File: config.mk
export PLATFORM = sky130hd
export DESIGN_NAME = terminal_run_command_decoder
export DESIGN_NICKNAME = d
export VERILOG_FILES = /design/src/term_cmd_pkg.sv /design/src/delay_stage.sv /design/src/terminal_run_command_decoder.sv
export SDC_FILE = /design/constraint.sdc
export NUM_CORES = 2
export LEC_CHECK = 0
export CAP_MARGIN = 10
export CORE_MARGIN = 1.5
export CORE_UTILIZATION = 30
export CTS_BUF_LIST = sky130_fd_sc_hd__clkbuf_4
export CTS_CLUSTER_SIZE = 30
export DETAILED_ROUTE_END_ITERATION = 10
export DONT_BUFFER_PORTS = 1
export PLACE_DENSITY = 0.52
export RECOVER_POWER = 100
export SLEW_MARGIN = 10
export SYNTH_ARGS = -nofsm -noshare
export SYNTH_HDL_FRONTEND = slang
export SYNTH_HIERARCHICAL = 1
export SYNTH_SLANG_ARGS = --single-unit
File: constraint.sdc
create_clock -name aclk -period 10.21 [get_ports aclk]
set_input_delay 0.5105 -clock aclk [delete_from_list [all_inputs] [get_ports aclk]]
set_output_delay 0.5105 -clock aclk [all_outputs]
set_load 0.02 [all_outputs]
File: src/term_cmd_pkg.sv
// What this block does
// - Mode 1: input one enables running, input two selects direction.
// - Mode 1: A on B off forward, both on reverse, A off stop.
// - Mode 2: input three enables, input one forward, input two reverse.
// - Mode 2, hold on: button one press forward, button two reverse.
// - Mode 2: running state follows the latest button action.
// - Modes 2 and 3: hold button off stops at once.
// - Mode 3: input three enables, input one runs, input two direction.
// - Mode 3, hold on: button one on-edge starts running immediately.
// - Mode 3: direction switch off forward, on reverse.
// - Up/down terminals ramp frequency at set rate, 1..65535 milli-Hz/s.
// - Resolution value 1 scales the ramp rate by ten.
// - Each change on inputs one to five is delayed by its ON or OFF delay, 0 to 3000.0 s.
// - Delay stages on inputs one to five only; others pass through.
// - One decimal digit per input selects level; two words, units first.
// - Digit 0: tied to common return is inactive, open is active.
// - Digit 1: tied to common return is active, open is inactive.
// - Mode 0: only A forward, only B reverse, both or none stop.
// - Input states are filtered 0 to 1.000 s, default 0.010 s.
package term_cmd_pkg;
  localparam int N_IN = 10;
  localparam int N_DLY = 5;
  localparam int CLK_PERIOD_NS = 100;
  localparam int MS_NS = 1000000;
  localparam int MS_CYCLES_DEF = (MS_NS + CLK_PERIOD_NS - 1) / CLK_PERIOD_NS;
  localparam int DLY_UNIT_MS = 100;
  localparam logic [7:0] MODE_OFF = 8'h00;
  localparam logic [7:0] RATE_OFF = 8'h04;
  localparam logic [7:0] RES_OFF = 8'h08;
  localparam logic [7:0] FILT_OFF = 8'h0c;
  localparam logic [7:0] POL_LO_OFF = 8'h10;
  localparam logic [7:0] POL_HI_OFF = 8'h14;
  localparam logic [7:0] STAT_OFF = 8'h18;
  localparam logic [7:0] FREQ_OFF = 8'h1c;
  localparam logic [7:0] DLY_BASE = 8'h20;
  localparam logic [7:0] DLY_END = 8'h48;
  localparam logic [1:0] MODE_RST = 2'h0;
  localparam logic [15:0] RATE_RST = 16'h03e8;
  localparam logic [15:0] RATE_MIN = 16'h0001;
  localparam logic [1:0] RES_RST = 2'h2;
  localparam logic [1:0] RES_COARSE = 2'h1;
  localparam logic [31:0] COARSE_MUL = 32'h0000000a;
  localparam logic [9:0] FILT_RST = 10'h00a;
  localparam logic [9:0] FILT_MAX = 10'h3e8;
  localparam logic [15:0] POL_RST = 16'h0000;
  localparam logic [14:0] DLY_RST = 15'h0000;
  localparam logic [14:0] DLY_MAX = 15'h7530;
  localparam int STAT_FWD_BIT = 0;
  localparam int STAT_REV_BIT = 1;
  localparam int STAT_IN_LSB = 8;
  localparam int UP_IDX = 3;
  localparam int DOWN_IDX = 4;
  localparam logic [1:0] RESP_OKAY = 2'h0;
  localparam logic [1:0] RESP_SLVERR = 2'h2;
  typedef enum logic [1:0] {
    MODE_TWO_1,
    MODE_TWO_2,
    MODE_THREE_1,
    MODE_THREE_2
  } cmd_mode_t;
endpackage : term_cmd_pkg

File: src/delay_stage.sv
module delay_stage (
  input wire logic aclk,
  input wire logic aresetn,
  input wire logic unit_tick,
  input wire logic din,
  input wire logic [14:0] on_delay,
  input wire logic [14:0] off_delay,
  output logic dout
);
  logic [14:0] cnt_reg;
  logic [14:0] lim;

  assign lim = din ? on_delay : off_delay;

  // Partial first unit: a change may land up to one unit early
  always_ff @(posedge aclk) begin
    if (!aresetn) begin
      cnt_reg <= 15'h0000;
      dout <= 1'b0;
    end else if (din == dout) begin
      cnt_reg <= 15'h0000;
    end else if (lim == 15'h0000) begin
      dout <= din;
    end else if (unit_tick) begin
      if (cnt_reg + 15'h0001 >= lim) begin
        dout <= din;
        cnt_reg <= 15'h0000;
      end else begin
        cnt_reg <= cnt_reg + 15'h0001;
      end
    end
  end
endmodule : delay_stage

File: src/terminal_run_command_decoder.sv
// Added by the designer: the AXI4-Lite register port and the register addresses.
module terminal_run_command_decoder #(
  parameter int MS_CYCLES = term_cmd_pkg::MS_CYCLES_DEF,
  parameter logic [31:0] FREQ_MAX = 32'h3b9aca00
) (
  input wire logic aclk,
  input wire logic aresetn,
  input wire logic [7:0] awaddr,
  input wire logic awvalid,
  output logic awready,
  input wire logic [31:0] wdata,
  input wire logic [3:0] wstrb,
  input wire logic wvalid,
  output logic wready,
  output logic [1:0] bresp,
  output logic bvalid,
  input wire logic bready,
  input wire logic [7:0] araddr,
  input wire logic arvalid,
  output logic arready,
  output logic [31:0] rdata,
  output logic [1:0] rresp,
  output logic rvalid,
  input wire logic rready,
  input wire logic [9:0] terminal_in,
  output logic forward_run,
  output logic reverse_run,
  output logic [9:0] input_state,
  output logic [31:0] freq_out
);
  localparam int MS_W = $clog2(MS_CYCLES);

  if (MS_CYCLES < 2) begin : g_chk
    $error("MS_CYCLES must be at least 2");
  end

  function automatic logic [4:0] pol_bits(input logic [15:0] v);
    logic [15:0] d;
    logic [4:0] r;
    d = v;
    r = 5'h00;
    for (int k = 0; k < 5; k++) begin
      r[k] = ((d % 16'h000a) == 16'h0001);
      d = d / 16'h000a;
    end
    return r;
  endfunction : pol_bits

  function automatic logic addr_hit(input logic [7:0] a);
    return (a[1:0] == 2'h0) &&
      (a <= term_cmd_pkg::FREQ_OFF ||
       (a >= term_cmd_pkg::DLY_BASE && a < term_cmd_pkg::DLY_END));
  endfunction : addr_hit

  function automatic logic [31:0] merge(input logic [31:0] old,
                                        input logic [31:0] nw,
                                        input logic [3:0] be);
    logic [31:0] r;
    r = old;
    for (int b = 0; b < 4; b++) begin
      if (be[b]) begin
        r[8*b +: 8] = nw[8*b +: 8];
      end
    end
    return r;
  endfunction : merge

  logic [1:0] mode_reg;
  logic [15:0] rate_reg;
  logic [1:0] res_reg;
  logic [9:0] filt_reg;
  logic [15:0] pol_lo_reg;
  logic [15:0] pol_hi_reg;
  logic [14:0] dly_reg [2*term_cmd_pkg::N_DLY];
  logic [7:0] aw_addr_reg;
  logic [31:0] w_data_reg;
  logic [3:0] w_strb_reg;
  logic do_write;
  logic [3:0] widx;
  logic [31:0] wm;
  logic [31:0] rd_next;
  logic [3:0] ridx;

  assign do_write = !awready && !wready && !bvalid;
  assign widx = 4'((aw_addr_reg - term_cmd_pkg::DLY_BASE) >> 2);
  assign ridx = 4'((araddr - term_cmd_pkg::DLY_BASE) >> 2);

  always_ff @(posedge aclk) begin
    if (!aresetn) begin
      awready <= 1'b1;
      wready <= 1'b1;
      bvalid <= 1'b0;
      bresp <= term_cmd_pkg::RESP_OKAY;
      aw_addr_reg <= 8'h00;
      w_data_reg <= 32'h00000000;
      w_strb_reg <= 4'h0;
    end else begin
      if (awvalid && awready) begin
        aw_addr_reg <= awaddr;
        awready <= 1'b0;
      end
      if (wvalid && wready) begin
        w_data_reg <= wdata;
        w_strb_reg <= wstrb;
        wready <= 1'b0;
      end
      if (do_write) begin
        bvalid <= 1'b1;
        bresp <= addr_hit(aw_addr_reg) ? term_cmd_pkg::RESP_OKAY
                                       : term_cmd_pkg::RESP_SLVERR;
        awready <= 1'b1;
        wready <= 1'b1;
      end
      if (bvalid && bready) begin
        bvalid <= 1'b0;
      end
    end
  end

  // Word as it will stand after the byte-enable merge
  always_comb begin
    wm = 32'h00000000;
    unique case (aw_addr_reg)
      term_cmd_pkg::MODE_OFF: wm = {30'h0, mode_reg};
      term_cmd_pkg::RATE_OFF: wm = {16'h0, rate_reg};
      term_cmd_pkg::RES_OFF: wm = {30'h0, res_reg};
      term_cmd_pkg::FILT_OFF: wm = {22'h0, filt_reg};
      term_cmd_pkg::POL_LO_OFF: wm = {16'h0, pol_lo_reg};
      term_cmd_pkg::POL_HI_OFF: wm = {16'h0, pol_hi_reg};
      default: begin
        if (aw_addr_reg >= term_cmd_pkg::DLY_BASE &&
            addr_hit(aw_addr_reg)) begin
          wm = {17'h0, dly_reg[widx]};
        end
      end
    endcase
    wm = merge(wm, w_data_reg, w_strb_reg);
  end

  // Out-of-range filter and delay values clamp to their maximum; a rate below 1 becomes 1
  always_ff @(posedge aclk) begin
    if (!aresetn) begin
      mode_reg <= term_cmd_pkg::MODE_RST;
      rate_reg <= term_cmd_pkg::RATE_RST;
      res_reg <= term_cmd_pkg::RES_RST;
      filt_reg <= term_cmd_pkg::FILT_RST;
      pol_lo_reg <= term_cmd_pkg::POL_RST;
      pol_hi_reg <= term_cmd_pkg::POL_RST;
      for (int i = 0; i < 2*term_cmd_pkg::N_DLY; i++) begin
        dly_reg[i] <= term_cmd_pkg::DLY_RST;
      end
    end else if (do_write) begin
      unique case (aw_addr_reg)
        term_cmd_pkg::MODE_OFF: mode_reg <= wm[1:0];
        term_cmd_pkg::RATE_OFF: begin
          rate_reg <= (wm[15:0] < term_cmd_pkg::RATE_MIN) ?
                      term_cmd_pkg::RATE_MIN : wm[15:0];
        end
        term_cmd_pkg::RES_OFF: res_reg <= wm[1:0];
        term_cmd_pkg::FILT_OFF: begin
          filt_reg <= (wm > 32'(term_cmd_pkg::FILT_MAX)) ?
                      term_cmd_pkg::FILT_MAX : wm[9:0];
        end
        term_cmd_pkg::POL_LO_OFF: pol_lo_reg <= wm[15:0];
        term_cmd_pkg::POL_HI_OFF: pol_hi_reg <= wm[15:0];
        default: begin
          if (aw_addr_reg >= term_cmd_pkg::DLY_BASE &&
              addr_hit(aw_addr_reg)) begin
            dly_reg[widx] <= (wm > 32'(term_cmd_pkg::DLY_MAX)) ?
                             term_cmd_pkg::DLY_MAX : wm[14:0];
          end
        end
      endcase
    end
  end

  // Timebases: 1 ms for filter and ramp, 0.1 s for delays
  logic [MS_W-1:0] ms_cnt_reg;
  logic ms_tick_reg;
  logic [6:0] unit_cnt_reg;
  logic unit_tick_reg;

  always_ff @(posedge aclk) begin
    if (!aresetn) begin
      ms_cnt_reg <= '0;
      ms_tick_reg <= 1'b0;
    end else if (ms_cnt_reg == MS_W'(MS_CYCLES - 1)) begin
      ms_cnt_reg <= '0;
      ms_tick_reg <= 1'b1;
    end else begin
      ms_cnt_reg <= ms_cnt_reg + MS_W'(1);
      ms_tick_reg <= 1'b0;
    end
  end

  always_ff @(posedge aclk) begin
    if (!aresetn) begin
      unit_cnt_reg <= 7'h00;
      unit_tick_reg <= 1'b0;
    end else begin
      unit_tick_reg <= 1'b0;
      if (ms_tick_reg) begin
        if (unit_cnt_reg == 7'(term_cmd_pkg::DLY_UNIT_MS - 1)) begin
          unit_cnt_reg <= 7'h00;
          unit_tick_reg <= 1'b1;
        end else begin
          unit_cnt_reg <= unit_cnt_reg + 7'h01;
        end
      end
    end
  end

  // Input chain
  logic [9:0] pol_sel;
  logic [9:0] act_reg;
  logic [9:0] filt_state;
  logic [9:0] cond;

  assign pol_sel = {pol_bits(pol_hi_reg), pol_bits(pol_lo_reg)};

  // Pin level 1 means tied to common return
  always_ff @(posedge aclk) begin
    if (!aresetn) begin
      act_reg <= 10'h000;
    end else begin
      act_reg <= pol_sel ^ ~terminal_in;
    end
  end

  for (genvar i = 0; i < term_cmd_pkg::N_IN; i++) begin : g_in
    logic [9:0] fcnt_reg;
    logic fst_reg;

    always_ff @(posedge aclk) begin
      if (!aresetn) begin
        fcnt_reg <= 10'h000;
        fst_reg <= 1'b0;
      end else if (act_reg[i] == fst_reg) begin
        fcnt_reg <= 10'h000;
      end else if (filt_reg == 10'h000) begin
        fst_reg <= act_reg[i];
      end else if (ms_tick_reg) begin
        if (fcnt_reg + 10'h001 >= filt_reg) begin
          fst_reg <= act_reg[i];
          fcnt_reg <= 10'h000;
        end else begin
          fcnt_reg <= fcnt_reg + 10'h001;
        end
      end
    end

    assign filt_state[i] = fst_reg;

    if (i < term_cmd_pkg::N_DLY) begin : g_dly
      delay_stage u_dly (
        .aclk(aclk),
        .aresetn(aresetn),
        .unit_tick(unit_tick_reg),
        .din(filt_state[i]),
        .on_delay(dly_reg[2*i]),
        .off_delay(dly_reg[2*i+1]),
        .dout(cond[i])
      );
    end else begin : g_pass
      assign cond[i] = filt_state[i];
    end
  end

  assign input_state = cond;

  // Command decoder
  term_cmd_pkg::cmd_mode_t mode;
  logic [1:0] prev_reg;
  logic rise1;
  logic rise2;
  logic latch_reg;
  logic run3;

  assign mode = term_cmd_pkg::cmd_mode_t'(mode_reg);
  assign rise1 = cond[0] & ~prev_reg[0];
  assign rise2 = cond[1] & ~prev_reg[1];
  assign run3 = latch_reg | (rise1 & cond[2]);

  always_ff @(posedge aclk) begin
    if (!aresetn) begin
      prev_reg <= 2'h0;
    end else begin
      prev_reg <= cond[1:0];
    end
  end

  always_ff @(posedge aclk) begin
    if (!aresetn) begin
      latch_reg <= 1'b0;
    end else if (mode != term_cmd_pkg::MODE_THREE_2 || !cond[2]) begin
      latch_reg <= 1'b0;
    end else if (rise1) begin
      latch_reg <= 1'b1;
    end
  end

  always_ff @(posedge aclk) begin
    if (!aresetn) begin
      forward_run <= 1'b0;
      reverse_run <= 1'b0;
    end else begin
      unique case (mode)
        term_cmd_pkg::MODE_TWO_1: begin
          forward_run <= cond[0] & ~cond[1];
          reverse_run <= ~cond[0] & cond[1];
        end
        term_cmd_pkg::MODE_TWO_2: begin
          forward_run <= cond[0] & ~cond[1];
          reverse_run <= cond[0] & cond[1];
        end
        term_cmd_pkg::MODE_THREE_1: begin
          // Simultaneous presses keep the present state
          if (!cond[2]) begin
            forward_run <= 1'b0;
            reverse_run <= 1'b0;
          end else if (rise1 && !rise2) begin
            forward_run <= 1'b1;
            reverse_run <= 1'b0;
          end else if (rise2 && !rise1) begin
            forward_run <= 1'b0;
            reverse_run <= 1'b1;
          end
        end
        term_cmd_pkg::MODE_THREE_2: begin
          forward_run <= cond[2] & run3 & ~cond[1];
          reverse_run <= cond[2] & run3 & cond[1];
        end
      endcase
    end
  end

  // Frequency ramp in micro-Hz; fine rate unit adds 1 per ms per LSB
  logic [31:0] step;
  logic up;
  logic down;

  assign step = (res_reg == term_cmd_pkg::RES_COARSE) ?
                32'(rate_reg) * term_cmd_pkg::COARSE_MUL :
                32'(rate_reg);
  assign up = cond[term_cmd_pkg::UP_IDX] & ~cond[term_cmd_pkg::DOWN_IDX];
  assign down = cond[term_cmd_pkg::DOWN_IDX] & ~cond[term_cmd_pkg::UP_IDX];

  always_ff @(posedge aclk) begin
    if (!aresetn) begin
      freq_out <= 32'h00000000;
    end else if (ms_tick_reg && up) begin
      freq_out <= (FREQ_MAX - freq_out < step) ? FREQ_MAX
                  : freq_out + step;
    end else if (ms_tick_reg && down) begin
      freq_out <= (freq_out < step) ? 32'h00000000
                  : freq_out - step;
    end
  end

  // Register read
  always_comb begin
    rd_next = 32'h00000000;
    unique case (araddr)
      term_cmd_pkg::MODE_OFF: rd_next = {30'h0, mode_reg};
      term_cmd_pkg::RATE_OFF: rd_next = {16'h0, rate_reg};
      term_cmd_pkg::RES_OFF: rd_next = {30'h0, res_reg};
      term_cmd_pkg::FILT_OFF: rd_next = {22'h0, filt_reg};
      term_cmd_pkg::POL_LO_OFF: rd_next = {16'h0, pol_lo_reg};
      term_cmd_pkg::POL_HI_OFF: rd_next = {16'h0, pol_hi_reg};
      term_cmd_pkg::STAT_OFF: begin
        rd_next[term_cmd_pkg::STAT_FWD_BIT] = forward_run;
        rd_next[term_cmd_pkg::STAT_REV_BIT] = reverse_run;
        rd_next[term_cmd_pkg::STAT_IN_LSB +: 10] = cond;
      end
      term_cmd_pkg::FREQ_OFF: rd_next = freq_out;
      default: begin
        if (addr_hit(araddr)) begin
          rd_next = {17'h0, dly_reg[ridx]};
        end
      end
    endcase
  end

  always_ff @(posedge aclk) begin
    if (!aresetn) begin
      arready <= 1'b1;
      rvalid <= 1'b0;
      rdata <= 32'h00000000;
      rresp <= term_cmd_pkg::RESP_OKAY;
    end else if (arvalid && arready) begin
      arready <= 1'b0;
      rvalid <= 1'b1;
      rdata <= rd_next;
      rresp <= addr_hit(araddr) ? term_cmd_pkg::RESP_OKAY
                                : term_cmd_pkg::RESP_SLVERR;
    end else if (rvalid && rready) begin
      rvalid <= 1'b0;
      arready <= 1'b1;
    end
  end
endmodule : terminal_run_command_decoder

==> flow_summary.yaml <==
synth:
  synthMuxAreaShare: 0.0941
  synthFlopType: "dfxtp_1"
  synth_top_area_share: 0.158
  synth_common_cells: "nor2_1 (689), nand2_1 (644), a21oi_1 (434), dfxtp_1 (405), ha_1 (322)"
  synth_top_family_by_area: "compound AO/OA/AOI/OAI gates"
  yosysWarnings: 6
  async_flop_share: 0
  synth_cell_type_count: 151
  synth_compound_area_frac: 0.227
  synth.area.top_cells: "dfxtp_1 (16%), edfxtp_1 (14%), ha_1 (7.9%), mux4_2 (5.7%), nor2_1 (5.1%)"
  yosys.area_share.simple: 0.208
  synth.most_common_cell: "nor2_1"
  yosysSeqAreaShare: 0.299
  synth_seq_cells: 645
  netlist_instances: 5963
  post_synth_xor_area_fraction: 0.0470
  synth.avg_cell_area_um2: 8.59
  synth_area_um2: 51200
  synthAdderAreaFrac: 0.0802
  synth_largest_area_cell: "dfxtp_1"
  synth-edff-count: 240
route:
  wl_per_cell_um: 21.1
  final_antenna_net_count: 0
  wl_met3_um: 11600
  via_count: 47600
  maxUsedRoutingLayer: "met5"
  via_per_inst: 5.65
  drt-initial-drc-count: 4356
  drc: 0
  wl_met2_um: 83500
  wl_met1_um: 75100
  drt_wl_total_um: 178000
  drt_first_pass_iters: 8
cts:
  cts.htree.levels: 4
  clk_latency_ps: 1160
  cts_root_buffer: "clkbuf_4"
  numCtsBuffers: 175
  cts_buffer_depth: 3
  tritoncts: "built"
  clock_sinks: 645
  cts.clk_slew.worst_paths_ps: 70
sta:
  fin_crit_sh: 0.924
  max_slew.worst_pin.slew_ps: 4020
  hold_viol_final: 0
  fin_setup_tns_ps: 0
  fin_skew_ps: 89.8
  max_freq_ghz: 0.106
  maxSlewHeadroom: -1.69
  finalSetupViolCount: 0
  drv_slew: 342
  post-route-min-period_ps: 9430
  grt_setup_unrepaired: "false"
  worst_slack_ps: 777
power_and_ir_drop:
  clkPwrFrac: 0.418
  p_leak_nw: 21.6
  power.switching_mw: 1.67
  p_seq_frac: 0.470
  power.density_nw_per_um2: 104
  p_int_mw: 4.23
  ir_drop_mv: 0.105
  finalPower_mw: 5.90
  swShare: 0.284
  combPwrFrac: 0.112
cells_and_area:
  fillers: 17700
  nets: 6467
  syn2layout_area_growth_pct: 11.0
  drive_above_1_share: 0.120
  final_util: 0.335
  largest_reg_flops: 240
floorplanning:
  die_area_um2: 173000
  ios: 154
  die_w_um: 416
  coreArea_um2: 169000
  row_count: 151
  die_y_um: 416
  start_util: 0.302
placed_design:
  port_buffers: 0
  dp_hpwl_um: 128000
  place_ws_ps: 406
  place_congestion: 0.898
hold_path:
  hold_class: "input port to flop"
worst_setup_path:
  worst-setup-path-type: "flop to flop"
  cpMaxStageDelayCell: "a31oi_2"
  cpMostUsedCell: "ha_1"
  critPathRequiredTime_ps: 11220
  endpoint_kind: "flop"
  cp-start-kind: "flop"
  cp_max_fo: 12
  cp.arrival_ps: 10440
  critPathMaxStageDelay_ps: 690
global_route:
  grt_max_degree: 98
  grt_pass1_vias: 45000
  grtUsageTotal: 0.199
  grt_pass1_wl_um: 272000
  antenna_found_initial: 21
  overflow: 0
job:
  maxCapViolations: 6
outcome:
  violations: "max-capacitance violations, max-slew violations"
  status: "finished, violations left"
-- power groups by stage --
stage / clock network (mW) / registers (mW) / logic (mW)
floorplan: 0 / 2.80 / 0.446
global placement: 0 / 2.83 / 0.589
detailed placement: 0 / 2.83 / 0.592
CTS: 2.54 / 2.78 / 0.649
global route: 2.68 / 2.78 / 0.708
finish: 2.47 / 2.78 / 0.660
-- worst paths after layout --
| check | endpoint | slack (ps) | cells after the start | from |
|---|---|---|---|---|
| hold / removal | rdata[12] | 120 | 4 | araddr[3] |
| setup / recovery | act_reg[8] | 780 | 32 | pol_hi_reg[10] |
| hold reg to reg | aw_addr_reg[0] | 450 | 2 | aw_addr_reg[0] |
| setup reg to reg | act_reg[8] | 780 | 32 | pol_hi_reg[10] |
-- cells by family (layout without fill, tap and decap cells) --
logic type | Yosys count | count (layout)
DFF | 645 | 645
buffers and inverters | 526 | 676
muxes | 305 | 305
and+or+nand+nor | 2249 | 2249
adders and majority gates | 327 | 327
other | 1 | 105
AOI/OAI and AO/OA | 1639 | 1639
xor gates and xnor gates | 271 | 271
-- per-stage QoR --
| stage | hold WS [ps] | instances | cell area [um^2] |
|---|---|---|---|
| finish | 121 | 8435 | 56900 |
| global route | 28.6 | 8433 | 56800 |
| CTS | 0.0822 | 8414 | 56800 |
| detailed placement | 444 | 7994 | 53400 |
| global placement | 444 | 7994 | 53400 |
| floorplan | 430 | 6054 | 51500 |
-- area by class of cell --
type | instances | area, um^2 | area share
tap | 2218 | 2780 | 0.0488
multi-input combinational | 4883 | 34000 | 0.598
inverter | 152 | 574 | 0.0101
antenna | 13 | 32.5 | 0.000572
sequential | 645 | 15300 | 0.270
clock buffer | 263 | 1970 | 0.0347
timing repair buffer | 216 | 1870 | 0.0329
clock inverter | 45 | 298 | 0.00524
-- metal layers --
layer / vias up / GRT usage
met3: 350 / 0.0337
li1: 22500 / -
met4: 2 / 0.0908
met1: 23100 / 0.255
met5: - / 0
met2: 1710 / 0.327
-- critical path, delay by kind of cell (launching register included) --
| family | cells | cell delay, ps |
|---|---|---|
| flip-flops | 1 | 520 |
| XOR/XNOR | 2 | 570 |
| multiplexers | 1 | 200 |
| buffers and inverters | 3 | 620 |
| AO/OA/AOI/OAI | 16 | 4640 |
| AND/OR/NAND/NOR | 7 | 1850 |
| adder cells (fa/ha/maj) | 3 | 930 |
-- cells in the final DEF (no fill, tap or decap), drive strengths merged, types with 59 or more instances in the layout --
| cell type | count |
|---|---|
| a21o | 67 |
| nand4 | 74 |
| nor2 | 700 |
| dfxtp | 405 |
| mux2i | 137 |
| mux4 | 130 |
| inv | 155 |
| conb | 92 |
| a211oi | 67 |
| a21oi | 443 |
| dlygate4sd3 | 110 |
| nor2b | 59 |
| a22o | 77 |
| nor3 | 107 |
| o21ai | 277 |
| buf | 91 |
| nand2b | 81 |
| nor4 | 62 |
| and3 | 90 |
| a22oi | 68 |
| ha | 322 |
| nand2 | 647 |
| nand3 | 233 |
| xnor2 | 129 |
| o22ai | 74 |
| edfxtp | 240 |
| xor2 | 142 |
| clkbuf | 278 |
-- what timing repair did --
item / in CTS / in global routing
hold endpoints to repair: 330 / 0
hold buffers: 112 / 0
resized for setup: 0 / 33
setup endpoints to repair: 0 / 4
buffers inserted: 0 / 8
Power figures use the tool's default switching activity.
